## src/common/sock_state_pkg.sv

```systemverilog
// Package for the socket present-state and force-event register block.
// Assumes a plain one-cycle register port; offsets are byte addresses.
package sock_state_pkg;
   localparam logic [7:0] PRESENT_STATE_OFFSET = 8'h08;
   localparam logic [7:0] FORCE_EVENT_OFFSET = 8'h0c;
   localparam logic [7:0] CONTROL_STATUS_OFFSET = 8'h14;
   localparam logic [7:0] EVENT_FLAGS_OFFSET = 8'h18;
   localparam int VIDEO_CAP_BIT = 27;
   localparam int REINTERROGATE_BIT = 14;
   localparam int VOLT_HI_BIT = 13;
   localparam int VOLT_LO_BIT = 10;
   localparam int INVALID_SUPPLY_BIT = 9;
   localparam int POTENTIAL_LOSS_BIT = 8;
   localparam int UNRECOGNIZED_BIT = 7;
   localparam int IRQ_LEVEL_BIT = 6;
   localparam int CARDBUS_BIT = 5;
   localparam int LEGACY_BIT = 4;
   localparam int POWERED_BIT = 3;
   localparam int DETECT_B_BIT = 2;
   localparam int DETECT_A_BIT = 1;
   localparam int STATUS_BIT = 0;
   localparam int CTRL_INTERROG_BIT = 0;
   localparam int CTRL_AUTO_POWER_BIT = 1;
   localparam logic [31:0] PRESENT_RESET = 32'h0000_0000;
   localparam logic [3:0] EVENT_RESET = 4'h0;
   localparam logic [1:0] DETECT_RESET = 2'h3;
   localparam logic AUTO_POWER_RESET = 1'h1;
   localparam logic [3:0] INTERROG_CYCLES = 4'h8;
   typedef struct packed {
      logic detect_b;
      logic detect_a;
      logic status_change;
      logic irq_level;
   } card_pins_t;
   typedef struct packed {
      logic valid;
      logic cardbus;
      logic legacy;
      logic [3:0] volts;
   } interrog_result_t;
   typedef enum logic [1:0] {
      IDLE,
      INTERROGATE,
      UPDATE
   } interrog_state_t;
endpackage

```

## src/hdl/sock_state_regs.sv

```systemverilog
// Socket present-state and force-event registers with card interrogation hold-off.
// Assumes card pins synchronous to core_clk_in; interrogation result from a card identifier.
//
// Design decision made here: the address-and-strobe port.
`timescale 1ns/100ps
// Functional notes
// - Potential-loss flag at bit 8 on lossy removal
// - Unrecognized flag bit 7, held until valid card
// - Bit 6 follows live interrupt pin
// - Bit 5 CardBus flag changes only on interrogation or force write
// - Bit 4 legacy flag changes only on interrogation or force write
// - Bit 3 shows last power request result
// - Bits 2,1 mirror detect pins
// - Detect bits frozen during interrogation
// - Bit 0 follows live status-change pin
// - Bit 14 reinterrogates, refreshes, re-enables power
// - Force bit 27 writes video capability
// - Force bits 13-10 write voltage flags
// - Forced voltage bits disable auto power
// - Force bit 9 writes invalid-supply flag
// - Force bits 8,7,5,4 write state flags
// - Force bit 3 writes power event only
// - Force bits 2,1 write detect events only
// - Force bit 0 writes status event only
// - Reserved force bits ignored, read zero
// - Supply and type refreshed only at interrogation (insertion or bit 14)
module sock_state_regs (
   input wire logic core_clk_in,
   input wire logic reset_in,
   input wire logic [7:0] addr_in,
   input wire logic [31:0] wdata_in,
   input wire logic wr_in,
   input wire logic rd_in,
   output logic [31:0] rdata_out,
   input wire sock_state_pkg::card_pins_t pins_in,
   input wire logic card_inserted_in,
   input wire logic card_removed_lossy_in,
   input wire sock_state_pkg::interrog_result_t interrog_in,
   input wire logic power_good_in,
   output logic auto_power_en_out,
   output logic interrogating_out,
   output logic [3:0] event_force_out
);
   import sock_state_pkg::*;

   logic [31:0] present_reg, present_next;
   logic [1:0] detect_reg, detect_next;
   logic [3:0] event_reg, event_next;
   logic auto_power_reg, auto_power_next;
   logic [31:0] rdata_reg, rdata_next;
   interrog_state_t state_reg, state_next;
   logic [3:0] count_reg, count_next;
   logic wr_present, wr_force, wr_event, start_interrog;

   assign wr_force = wr_in && (addr_in == FORCE_EVENT_OFFSET);
   assign wr_event = wr_in && (addr_in == EVENT_FLAGS_OFFSET);
   assign wr_present = wr_force;
   assign start_interrog = card_inserted_in || (wr_force && wdata_in[REINTERROGATE_BIT]);

   // Interrogation sequencer
   always_comb begin
      state_next = state_reg;
      count_next = count_reg;
      unique case (state_reg)
         IDLE: begin
            if (start_interrog) begin
               state_next = INTERROGATE;
               count_next = INTERROG_CYCLES;
            end
         end
         INTERROGATE: begin
            count_next = count_reg - 4'h1;
            if (count_reg == 4'h1) begin
               state_next = UPDATE;
            end
         end
         UPDATE: begin
            state_next = IDLE;
         end
         default: begin
            state_next = IDLE;
         end
      endcase
   end

   always_ff @(posedge core_clk_in) begin
      if (reset_in) begin
         state_reg <= IDLE;
         count_reg <= 4'h0;
      end else begin
         state_reg <= state_next;
         count_reg <= count_next;
      end
   end

   // Present state, detect hold, events and auto power
   always_comb begin
      present_next = present_reg;
      auto_power_next = auto_power_reg;
      event_next = event_reg;
      detect_next = detect_reg;
      if (state_reg == IDLE) begin
         detect_next = {pins_in.detect_b, pins_in.detect_a};
      end
      present_next[POWERED_BIT] = power_good_in;
      if (state_reg == UPDATE) begin
         // Refresh only here, so a noisy card cannot churn type bits
         present_next[UNRECOGNIZED_BIT] = ~interrog_in.valid;
         if (interrog_in.valid) begin
            present_next[CARDBUS_BIT] = interrog_in.cardbus;
            present_next[LEGACY_BIT] = interrog_in.legacy;
            present_next[VOLT_HI_BIT:VOLT_LO_BIT] = interrog_in.volts;
         end
         auto_power_next = 1'b1;
      end
      if (wr_present) begin
         present_next[VIDEO_CAP_BIT] = wdata_in[VIDEO_CAP_BIT];
         present_next[VOLT_HI_BIT:VOLT_LO_BIT] = wdata_in[VOLT_HI_BIT:VOLT_LO_BIT];
         if (|wdata_in[VOLT_HI_BIT:VOLT_LO_BIT]) begin
            auto_power_next = 1'b0;
         end
         present_next[INVALID_SUPPLY_BIT] = wdata_in[INVALID_SUPPLY_BIT];
         present_next[POTENTIAL_LOSS_BIT] = wdata_in[POTENTIAL_LOSS_BIT];
         present_next[UNRECOGNIZED_BIT] = wdata_in[UNRECOGNIZED_BIT];
         present_next[CARDBUS_BIT] = wdata_in[CARDBUS_BIT];
         present_next[LEGACY_BIT] = wdata_in[LEGACY_BIT];
      end
      if (card_removed_lossy_in) begin
         // Loss event wins over a forced clear in the same cycle
         present_next[POTENTIAL_LOSS_BIT] = 1'b1;
      end
      if (wr_event) begin
         // Write one to clear
         event_next = event_reg & ~wdata_in[3:0];
      end
      if (wr_force) begin
         // Set wins over a simultaneous clear
         event_next = event_next | wdata_in[3:0];
      end
      present_next[IRQ_LEVEL_BIT] = 1'b0;
      present_next[DETECT_B_BIT] = 1'b0;
      present_next[DETECT_A_BIT] = 1'b0;
      present_next[STATUS_BIT] = 1'b0;
      present_next[31:28] = 4'h0;
      present_next[26:14] = 13'h0000;
      present_next[2:0] = 3'h0;
   end

   always_ff @(posedge core_clk_in) begin
      if (reset_in) begin
         present_reg <= PRESENT_RESET;
         detect_reg <= DETECT_RESET;
         event_reg <= EVENT_RESET;
         auto_power_reg <= AUTO_POWER_RESET;
      end else begin
         present_reg <= present_next;
         detect_reg <= detect_next;
         event_reg <= event_next;
         auto_power_reg <= auto_power_next;
      end
   end

   // Read port; live pins merged at read time
   always_comb begin
      rdata_next = 32'h0000_0000;
      if (rd_in) begin
         unique case (addr_in)
            PRESENT_STATE_OFFSET: begin
               rdata_next = present_reg;
               rdata_next[IRQ_LEVEL_BIT] = pins_in.irq_level;
               rdata_next[DETECT_B_BIT] = detect_reg[1];
               rdata_next[DETECT_A_BIT] = detect_reg[0];
               rdata_next[STATUS_BIT] = pins_in.status_change;
            end
            FORCE_EVENT_OFFSET: begin
               rdata_next = 32'h0000_0000;
            end
            CONTROL_STATUS_OFFSET: begin
               rdata_next[CTRL_INTERROG_BIT] = (state_reg != IDLE);
               rdata_next[CTRL_AUTO_POWER_BIT] = auto_power_reg;
            end
            EVENT_FLAGS_OFFSET: begin
               rdata_next[3:0] = event_reg;
            end
            default: begin
               rdata_next = 32'h0000_0000;
            end
         endcase
      end
   end

   always_ff @(posedge core_clk_in) begin
      if (reset_in) begin
         rdata_reg <= 32'h0000_0000;
      end else begin
         rdata_reg <= rdata_next;
      end
   end

   assign rdata_out = rdata_reg;
   assign auto_power_en_out = auto_power_reg;
   assign interrogating_out = (state_reg != IDLE);
   assign event_force_out = event_reg;

   // Assertions
   forced_volts_a: assert property (@(posedge core_clk_in) disable iff (reset_in)
      wr_force |=> present_reg[VOLT_HI_BIT:VOLT_LO_BIT] == $past(wdata_in[VOLT_HI_BIT:VOLT_LO_BIT]))
      else $error("forced voltage bits not copied");
   auto_power_off_a: assert property (@(posedge core_clk_in) disable iff (reset_in)
      (wr_force && |wdata_in[VOLT_HI_BIT:VOLT_LO_BIT] && !(state_reg == UPDATE)) |=> !auto_power_reg)
      else $error("auto power not disabled");
   reinterrog_run_a: assert property (@(posedge core_clk_in) disable iff (reset_in)
      (state_reg == IDLE && wr_force && wdata_in[REINTERROGATE_BIT]) |=> (state_reg == INTERROGATE) [*8] ##1
      (state_reg == UPDATE) ##1 auto_power_reg)
      else $error("reinterrogation sequence wrong");
   detect_hold_a: assert property (@(posedge core_clk_in) disable iff (reset_in)
      (state_reg == INTERROGATE) |=> $stable(detect_reg))
      else $error("detect bits moved during interrogation");
   type_stable_a: assert property (@(posedge core_clk_in) disable iff (reset_in)
      (state_reg != UPDATE && !wr_force) |=> $stable(present_reg[CARDBUS_BIT]))
      else $error("cardbus flag changed outside interrogation");
   legacy_stable_a: assert property (@(posedge core_clk_in) disable iff (reset_in)
      (state_reg != UPDATE && !wr_force) |=> $stable(present_reg[LEGACY_BIT]))
      else $error("legacy flag changed outside interrogation");
   loss_set_a: assert property (@(posedge core_clk_in) disable iff (reset_in)
      card_removed_lossy_in |=> present_reg[POTENTIAL_LOSS_BIT])
      else $error("potential loss not flagged");
   event_force_a: assert property (@(posedge core_clk_in) disable iff (reset_in)
      wr_force |=> ((event_reg & $past(wdata_in[3:0])) == $past(wdata_in[3:0])))
      else $error("forced event not set");
   force_read_zero_a: assert property (@(posedge core_clk_in) disable iff (reset_in)
      (rd_in && addr_in == FORCE_EVENT_OFFSET) |=> rdata_out == 32'h0000_0000)
      else $error("force register read not zero");
   status_live_a: assert property (@(posedge core_clk_in) disable iff (reset_in)
      (rd_in && addr_in == PRESENT_STATE_OFFSET) |=> rdata_out[STATUS_BIT] == $past(pins_in.status_change))
      else $error("status bit not live");
   irq_live_a: assert property (@(posedge core_clk_in) disable iff (reset_in)
      (rd_in && addr_in == PRESENT_STATE_OFFSET) |=> rdata_out[IRQ_LEVEL_BIT] == $past(pins_in.irq_level))
      else $error("irq bit not live");
   reserved_zero_a: assert property (@(posedge core_clk_in) disable iff (reset_in)
      present_reg[26:14] == 13'h0000)
      else $error("reserved bits set");
   power_track_a: assert property (@(posedge core_clk_in) disable iff (reset_in)
      1'b1 |=> present_reg[POWERED_BIT] == $past(power_good_in))
      else $error("powered flag wrong");

   read_idle_zero_a: assert property (@(posedge core_clk_in) disable iff (reset_in)
      !rd_in |=> rdata_out == 32'h0000_0000)
      else $error("read data not zero when idle");

   unmapped_read_a: assert property (@(posedge core_clk_in) disable iff (reset_in)
      (rd_in && addr_in != PRESENT_STATE_OFFSET && addr_in != FORCE_EVENT_OFFSET
      && addr_in != CONTROL_STATUS_OFFSET && addr_in != EVENT_FLAGS_OFFSET) |=> rdata_out == 32'h0000_0000)
      else $error("unmapped read not zero");

   reserved_read_a: assert property (@(posedge core_clk_in) disable iff (reset_in)
      (rd_in && addr_in == PRESENT_STATE_OFFSET) |=> (rdata_out[31:28] == 4'h0 && rdata_out[26:14] == 13'h0000))
      else $error("reserved read bits set");

   top_reserved_a: assert property (@(posedge core_clk_in) disable iff (reset_in)
      present_reg[31:28] == 4'h0)
      else $error("top reserved bits set");

   stored_live_zero_a: assert property (@(posedge core_clk_in) disable iff (reset_in)
      (present_reg[IRQ_LEVEL_BIT] == 1'b0 && present_reg[2:0] == 3'h0))
      else $error("live bit positions stored");

   detect_read_a: assert property (@(posedge core_clk_in) disable iff (reset_in)
      (rd_in && addr_in == PRESENT_STATE_OFFSET) |=> rdata_out[DETECT_B_BIT:DETECT_A_BIT] == $past(detect_reg))
      else $error("detect bits not read");

   detect_track_a: assert property (@(posedge core_clk_in) disable iff (reset_in)
      (state_reg == IDLE) |=> detect_reg == $past({pins_in.detect_b, pins_in.detect_a}))
      else $error("detect bits not tracking");

   present_read_a: assert property (@(posedge core_clk_in) disable iff (reset_in)
      (rd_in && addr_in == PRESENT_STATE_OFFSET) |=>
      (rdata_out[VIDEO_CAP_BIT:UNRECOGNIZED_BIT] == $past(present_reg[VIDEO_CAP_BIT:UNRECOGNIZED_BIT])
      && rdata_out[CARDBUS_BIT:POWERED_BIT] == $past(present_reg[CARDBUS_BIT:POWERED_BIT])))
      else $error("present state read wrong");

   video_cap_a: assert property (@(posedge core_clk_in) disable iff (reset_in)
      wr_force |=> present_reg[VIDEO_CAP_BIT] == $past(wdata_in[VIDEO_CAP_BIT]))
      else $error("video capability not forced");

   video_keep_a: assert property (@(posedge core_clk_in) disable iff (reset_in)
      !wr_force |=> $stable(present_reg[VIDEO_CAP_BIT]))
      else $error("video capability moved");

   invalid_supply_a: assert property (@(posedge core_clk_in) disable iff (reset_in)
      wr_force |=> present_reg[INVALID_SUPPLY_BIT] == $past(wdata_in[INVALID_SUPPLY_BIT]))
      else $error("invalid supply not forced");

   supply_keep_a: assert property (@(posedge core_clk_in) disable iff (reset_in)
      !wr_force |=> $stable(present_reg[INVALID_SUPPLY_BIT]))
      else $error("invalid supply flag moved");

   forced_unrec_a: assert property (@(posedge core_clk_in) disable iff (reset_in)
      wr_force |=> present_reg[UNRECOGNIZED_BIT] == $past(wdata_in[UNRECOGNIZED_BIT]))
      else $error("unrecognized flag not forced");

   forced_type_a: assert property (@(posedge core_clk_in) disable iff (reset_in)
      wr_force |=> present_reg[CARDBUS_BIT:LEGACY_BIT] == $past(wdata_in[CARDBUS_BIT:LEGACY_BIT]))
      else $error("card type not forced");

   forced_loss_a: assert property (@(posedge core_clk_in) disable iff (reset_in)
      (wr_force && !card_removed_lossy_in) |=> present_reg[POTENTIAL_LOSS_BIT] == $past(wdata_in[POTENTIAL_LOSS_BIT]))
      else $error("potential loss not forced");

   loss_keep_a: assert property (@(posedge core_clk_in) disable iff (reset_in)
      (!card_removed_lossy_in && !wr_force) |=> $stable(present_reg[POTENTIAL_LOSS_BIT]))
      else $error("potential loss moved");

   unrec_keep_a: assert property (@(posedge core_clk_in) disable iff (reset_in)
      (state_reg != UPDATE && !wr_force) |=> $stable(present_reg[UNRECOGNIZED_BIT]))
      else $error("unrecognized flag moved");

   unrec_update_a: assert property (@(posedge core_clk_in) disable iff (reset_in)
      (state_reg == UPDATE && !wr_force) |=> present_reg[UNRECOGNIZED_BIT] == !$past(interrog_in.valid))
      else $error("unrecognized flag not refreshed");

   type_update_a: assert property (@(posedge core_clk_in) disable iff (reset_in)
      (state_reg == UPDATE && interrog_in.valid && !wr_force) |=> present_reg[CARDBUS_BIT] == $past(interrog_in.cardbus))
      else $error("cardbus flag not refreshed");

   legacy_update_a: assert property (@(posedge core_clk_in) disable iff (reset_in)
      (state_reg == UPDATE && interrog_in.valid && !wr_force) |=> present_reg[LEGACY_BIT] == $past(interrog_in.legacy))
      else $error("legacy flag not refreshed");

   volts_keep_a: assert property (@(posedge core_clk_in) disable iff (reset_in)
      (state_reg != UPDATE && !wr_force) |=> $stable(present_reg[VOLT_HI_BIT:VOLT_LO_BIT]))
      else $error("voltage flags moved");

   volts_update_a: assert property (@(posedge core_clk_in) disable iff (reset_in)
      (state_reg == UPDATE && interrog_in.valid && !wr_force) |=>
      present_reg[VOLT_HI_BIT:VOLT_LO_BIT] == $past(interrog_in.volts))
      else $error("voltage flags not refreshed");

   auto_power_on_a: assert property (@(posedge core_clk_in) disable iff (reset_in)
      (state_reg == UPDATE && !wr_force) |=> auto_power_reg)
      else $error("auto power not re-enabled");

   auto_power_keep_a: assert property (@(posedge core_clk_in) disable iff (reset_in)
      (state_reg != UPDATE && !(wr_force && |wdata_in[VOLT_HI_BIT:VOLT_LO_BIT])) |=> $stable(auto_power_reg))
      else $error("auto power moved");

   insert_run_a: assert property (@(posedge core_clk_in) disable iff (reset_in)
      (state_reg == IDLE && card_inserted_in) |=> (state_reg == INTERROGATE) [*8] ##1 (state_reg == UPDATE))
      else $error("insertion interrogation wrong");

   update_end_a: assert property (@(posedge core_clk_in) disable iff (reset_in)
      (state_reg == UPDATE) |=> (state_reg == IDLE))
      else $error("update not single cycle");

   events_keep_a: assert property (@(posedge core_clk_in) disable iff (reset_in)
      (!wr_force && !wr_event) |=> $stable(event_reg))
      else $error("event bits moved");

   event_clear_a: assert property (@(posedge core_clk_in) disable iff (reset_in)
      (wr_event && !wr_force) |=> (event_reg & $past(wdata_in[3:0])) == 4'h0)
      else $error("event bits not cleared");

   event_read_a: assert property (@(posedge core_clk_in) disable iff (reset_in)
      (rd_in && addr_in == EVENT_FLAGS_OFFSET) |=> rdata_out[3:0] == $past(event_reg))
      else $error("event read wrong");

   ctrl_read_a: assert property (@(posedge core_clk_in) disable iff (reset_in)
      (rd_in && addr_in == CONTROL_STATUS_OFFSET) |=> rdata_out[CTRL_AUTO_POWER_BIT] == $past(auto_power_reg))
      else $error("auto power read wrong");

   ctrl_busy_a: assert property (@(posedge core_clk_in) disable iff (reset_in)
      (rd_in && addr_in == CONTROL_STATUS_OFFSET) |=> rdata_out[CTRL_INTERROG_BIT] == $past(state_reg != IDLE))
      else $error("interrogation flag read wrong");

   insert_cov: cover property (@(posedge core_clk_in) disable iff (reset_in)
      card_inserted_in ##1 (state_reg == INTERROGATE) [*8] ##1 (state_reg == UPDATE));
   force_cov: cover property (@(posedge core_clk_in) disable iff (reset_in)
      wr_force && |wdata_in[VOLT_HI_BIT:VOLT_LO_BIT]);
   event_cov: cover property (@(posedge core_clk_in) disable iff (reset_in)
      wr_event && |(event_reg & wdata_in[3:0]));
   loss_cov: cover property (@(posedge core_clk_in) disable iff (reset_in)
      card_removed_lossy_in ##1 present_reg[POTENTIAL_LOSS_BIT]);
endmodule

```

## config.mk

```make
export PLATFORM = sky130hd
export DESIGN_NAME = sock_state_regs
export DESIGN_NICKNAME = d
export VERILOG_FILES = /design/src/common/sock_state_pkg.sv /design/src/hdl/sock_state_regs.sv
export SDC_FILE = /design/constraint.sdc
export NUM_CORES = 1
export LEC_CHECK = 0
export BUFFER_PORTS_ARGS = -buffer_cell sky130_fd_sc_hd__buf_2
export CAP_MARGIN = 20
export CORE_MARGIN = 5
export CORE_UTILIZATION = 47
export CTS_CLUSTER_SIZE = 30
export DETAILED_ROUTE_END_ITERATION = 8
export PLACE_DENSITY = 0.84
export SETUP_SLACK_MARGIN = 0.3
export SLEW_MARGIN = 40
export SYNTH_ARGS = -nofsm -noshare
export SYNTH_HDL_FRONTEND = slang
export SYNTH_SLANG_ARGS = --single-unit
export TNS_END_PERCENT = 1
```

## constraint.sdc

```tcl
create_clock -name core_clk_in -period 3.55 [get_ports core_clk_in]
set_input_delay 0.1775 -clock core_clk_in [delete_from_list [all_inputs] [get_ports core_clk_in]]
set_output_delay 0.1775 -clock core_clk_in [all_outputs]
set_load 0.05 [all_outputs]
```

==> results of run 1 <==
final timing paths:
| check | from | slack (ns) | end | cells after the start |
|---|---|---|---|---|
| hold / removal | pins_in[0] | 0.08 | rdata_out[6] | 2 |
| setup / recovery | addr_in[7] | 1.85 | state_reg[0] | 5 |
| setup reg to reg | state_reg[1] | 2.03 | present_reg[13] | 4 |
| hold reg to reg | present_reg[27] | 0.45 | present_reg[27] | 2 |
kinds of logic after synthesis:
group | synth area share
adders and majority gates | 0.0146
DFF | 0.455
buffers and inverters | 0.112
muxes | 0.0467
AOI/OAI and AO/OA | 0.140
other | 0.00219
and+or+nand+nor | 0.230
power by group through the flow:
stage	sequential, W	combinational [W]	clock, W
detailed placement	0.000466	0.000113	0
CTS	0.000455	0.000114	0.000371
global placement	0.000465	0.000112	0
finish	0.000456	0.000114	0.000363
global route	0.000457	0.000125	0.000390
floorplan	0.000463	0.0000963	0
routing by layer:
| layer | track usage | share of wire | vias up |
|---|---|---|---|
| met5 | 0 | 0 | - |
| met1 | 0.185 | 0.41 | 658 |
| met3 | 0.0576 | 0.10 | 5 |
| li1 | - | - | 751 |
| met4 | 0.0681 | 0.013 | 0 |
| met2 | 0.257 | 0.48 | 54 |
layout make-up:
cell class	instances	area share
Multi-Input combinational cell	136	0.383
Tap cell	48	0.0286
Timing Repair Buffer	62	0.149
Inverter	8	0.0143
Clock buffer	5	0.0328
Sequential cell	39	0.372
Clock inverter	3	0.0209
through the flow:
| step | hold slack [ns] | cells | setup WS, ns | total power, W |
|---|---|---|---|---|
| after floorplan | 0.267 | 208 | 1.79 | 0.000559 |
| after global placement | 0.380 | 293 | 1.60 | 0.000577 |
| after detailed placement | 0.381 | 293 | 1.53 | 0.000579 |
| after CTS | 0.0763 | 301 | 1.83 | 0.000941 |
| after global routing | 0.0945 | 301 | 1.73 | 0.000972 |
| final | 0.0816 | 301 | 1.85 | 0.000933 |
placed cells by master (no fill, tap or decap), types with 2 or more instances in the layout:
master	synthesis	final
nor4_1	2	2
or3b_1	3	3
nor3_1	3	3
buf_2	3	61
a211oi_1	6	6
mux2i_1	8	8
nor2b_1	4	4
nand2b_1	2	2
or3_1	3	3
clkbuf_8	0	5
nand3_1	5	5
a21oi_1	11	11
nor4b_1	2	2
o22ai_1	2	2
ha_1	2	2
inv_1	8	8
conb_1	1	17
o21ai_0	7	7
nor2_1	12	12
a211o_1	2	2
and2_1	14	14
nand2_1	17	17
dfxtp_1	39	39
critical path, cell delays in order:
cell and delay [ns]:
buf_2 0.10, or4_4 0.56, nor3_2 0.53, nand2_1 0.10, a2111oi_0 0.40
==> run metrics, run 1 <==
outcome complete, no violations; cell accounting for the most synthesized area dfxtp_1; total congestion overflow after global routing 0; clock latency reported for the late side of the worst-skew pair 0.29 ns; Least-Margin Pin Slew 0.608 ns; switching part of the total 0.258; CTS clock-pin slew for the worst setup and hold paths 0.07 ns; top area cells in the synthesized netlist dfxtp_1, buf_4, and2_1, mux2i_1, nand2_1; Clock Skews 0.00679 ns; Slew Limit Headroom 0.592; cts bufs inserted 5; Post CTS Setup Buffer Count 0; total number of placement rows 22; wire length of the first global-routing pass 6330 µm; share of flip-flops with an asynchronous set or reset after synthesis 0; register cell area after layout 781 µm²; routed len/inst 12.6 µm; data arrival time of the worst path 1.86 ns; ratio of final minimum period to clock period 0.478; Floorplan Core Area 3610 µm²; number of hold buffers added after CTS 0; Total Routed Length 3800 µm; most frequent cell after synthesis dfxtp_1; hold crit path type primary input to register; worst-path maximum fanout 9; warnings from Yosys 0; filler instances 327; maximum clock frequency 589 MHz; Finished Cell Area 2100 µm²; DP Wirelength 2830 µm; first-pass iteration count of the detailed router 4; via count of the first global-routing pass 1433; drt initial violations 69; Crit path required time 3.72 ns; initial cell density of the core 0.476; Fin Setup TNS 0 ns; final number of setup-violating endpoints 0; largest buffer count on any clock path 2; instance area at placement 1990 µm²; Resized Gates After CTS 0; area of the multi-input gates 803 µm²; shortest clock period the worst path allows after layout 1.70 ns; Synth Flop Type dfxtp_1; internal power of the cells 0.000692 W; clk root buf clkbuf_8; part of the power in registers 0.488; portion of total power attributed to combinational logic 0.123; remaining antenna violation count after routing 0; Post-Synthesis Cells 192; post-synthesis instance area 1720 µm²; I/O pin total 96; Max H-tree Level 2; number of flops mapped to enable cells by yosys 0; type of the worst setup path primary input to register; largest voltage drop on the vdd net 0.000153 V; horizontal extent of the die 70.4 µm; final hold vios 0; register area share after synthesis 0.455; Synth-to-Final Area Change 22.4%; pin count of the biggest net entering global routing 26; unrepaired setup endpoints after global routing false; area enclosed by the die boundary 4960 µm²; top cell types by occurrence after synthesis dfxtp_1, buf_4, nand2_1; fin nets 312; Maximum Capacitance Violations 0; crit path launch type primary input; power spent charging and discharging nets 0.000241 W; total global-route track usage 0.158; number of diodes added for antenna fixing 0; post-synthesis sequential element count 39; overall via count from detail_route 1468; core utilization of the finished layout 0.582; Die H 70.4 µm; Crit. End Element register; PD cells 444 nW/µm²; syn_area_per_cell 8.93 µm²; number of distinct standard cells referenced by the synthesized netlist 38; leakage dissipation 0.990 nW; TritonCTS clock tree yes; clock sink count 39; Clock Power Share 0.389; total DRC errors in the routed layout 0; Synth top area share 0.455; fraction of final layout cells with drive strength greater than 1 0.292; count of final max-slew check failures 0; total of buffers placed on input and output ports 61; GP Congestion 0.764; vias per cell 4.88; antenna violations before repair 0
Power figures use the tool's default switching activity.
==> inputs of run 2 (changes only) <==
CORE_UTILIZATION = 39   (was 47)
PLACE_DENSITY = 0.75   (was 0.84)
clock period = 1.4 ns   (was 3.55 ns; I/O delays follow)
==> run metrics, run 2 (synthesis gave the netlist of run 1 again) <==
outcome complete, no violations; smallest setup slack after layout 0.0216 ns; first-pass iteration count of the detailed router 4; ratio of final minimum period to clock period 0.985; DP Wirelength 3040 µm; cts bufs inserted 5; I/O pin total 96; Crit path required time 1.63 ns; remaining antenna violation count after routing 0; area enclosed by the die boundary 5820 µm²; clock sink count 39; data arrival time of the worst path 1.61 ns; GP Congestion 0.815; drt initial violations 36; shortest clock period the worst path allows after layout 1.38 ns; total number of placement rows 24; Synth-to-Final Area Change 43.4%; worst-path maximum fanout 4; routed len/inst 13.4 µm; via count of the first global-routing pass 1453; highest-count cells in the layout ignoring fill and taps buf_2, dfxtp_1, conb_1; pin count of the biggest net entering global routing 18; largest buffer count on any clock path 2; Reg2Reg Launch Point count_reg[0]; initial cell density of the core 0.397; count of final max-slew check failures 0; largest voltage drop on the vdd net 0.000467 V; type of the worst setup path primary input to register; cell count of the worst reg-to-reg path 5; Floorplan Core Area 4320 µm²; final hold vios 0; total congestion overflow after global routing 0; TritonCTS clock tree yes; Fin Setup TNS 0 ns; leakage dissipation 1.12 nW; crit path launch type primary input; fraction of final layout cells with drive strength greater than 1 0.474; total DRC errors in the routed layout 0; hold crit path type primary input to register; worst-path cell chain buf_6, or4_4, or3b_4, or3b_1, a21oi_2; Critical Path Stages 5; antenna violations before repair 0; total of buffers placed on input and output ports 61; commonest non-fill, non-tap cell in the layout buf_2; total global-route track usage 0.140; Hold Path Depth 3; hold_sp wdata_in[27]; Maximum Capacitance Violations 0; critical path launch point addr_in[1]; final number of setup-violating endpoints 0; Total Routed Length 4270 µm; CTS clock-pin slew for the worst setup and hold paths 0.08 ns; CP top delay family simple AND/OR/NAND/NOR gates; Max H-tree Level 2; clock latency reported for the late side of the worst-skew pair 0.29 ns; Crit. End Element register; wire length of the first global-routing pass 6600 µm; horizontal extent of the die 76.3 µm; number of diodes added for antenna fixing 0; maximum clock frequency 726 MHz; PD cells 997 nW/µm²; vias per cell 4.89; overall via count from detail_route 1566; Die H 76.3 µm; number of buffer and inverter instances along the worst setup path 1; clk root buf clkbuf_8; fin nets 327; standard cell with the maximum stage delay on the critical path or4_4; peak per-stage delay on the critical path 0.56 ns; Place WS -0.310 ns; unrepaired setup endpoints after global routing true; Clock Skews 0.00234 ns
-- run 2: worst register-to-register path, stage by stage (launching register included) --
cell     delay [ns]
dfxtp_2        0.37
inv_1          0.05
ha_1           0.21
and4_1         0.20
a21oi_1        0.14
o32ai_2        0.10
-- run 2: through the flow --
stage | utilization | cell area [µm²] | instances | total power [W] | hold slack (ns)
4_1_cts | 0.523 | 2260 | 320 | 0.00244 | 0.00613
3_5_place_dp | 0.481 | 2080 | 308 | 0.00149 | 0.280
3_3_place_gp | 0.481 | 2080 | 308 | 0.00148 | 0.274
2_1_floorplan | - | 1780 | 208 | 0.00142 | 0.160
6_report | 0.569 | 2460 | 320 | 0.00245 | 0.0191
5_1_grt | 0.569 | 2460 | 320 | 0.00255 | 0.0173
-- run 2: report_power, final --
group | switching, W | total (W) | internal, W | leakage [nW]
registers | 0.0000203 | 0.00116 | 0.00114 | 0.317
clock network | 0.000409 | 0.000939 | 0.000530 | 0.0581
logic | 0.000232 | 0.000357 | 0.000126 | 0.745
total | 0.000661 | 0.00245 | 0.00179 | 1.12
-- run 2: repair_timing --
action,CTS,global route
endpoints found under the hold margin,2,0
buffers inserted,1,0
pin swaps,2,22
gates resized for setup,8,58
endpoints found under the setup margin,38,39
hold buffers,2,0
cloned,1,0
-- run 2: layout make-up --
type	count	area, µm²
fill	411	1860
multi-input combinational	136	1000
sequential	39	785
timing repair buffer	77	467
clock buffer	5	68.8
tap	52	65.1
clock inverter	3	43.8
inverter	8	30.0
-- run 2: path summary, 6_finish.rpt --
check | endpoint | slack [ns]
worst min register to register | rdata_out[4] | 0.46
worst min-delay path | present_reg[27] | 0.02
worst max-delay path | rdata_out[1] | 0.02
worst max register to register | count_reg[2] | 0.21
-- run 2: per-layer routing --
layer / wire length, µm / track usage / up-vias
met5: 0 / 0 / -
li1: - / - / 778
met2: 2140 / 0.223 / 52
met4: 60 / 0.0524 / 0
met3: 381 / 0.0638 / 6
met1: 1690 / 0.162 / 730
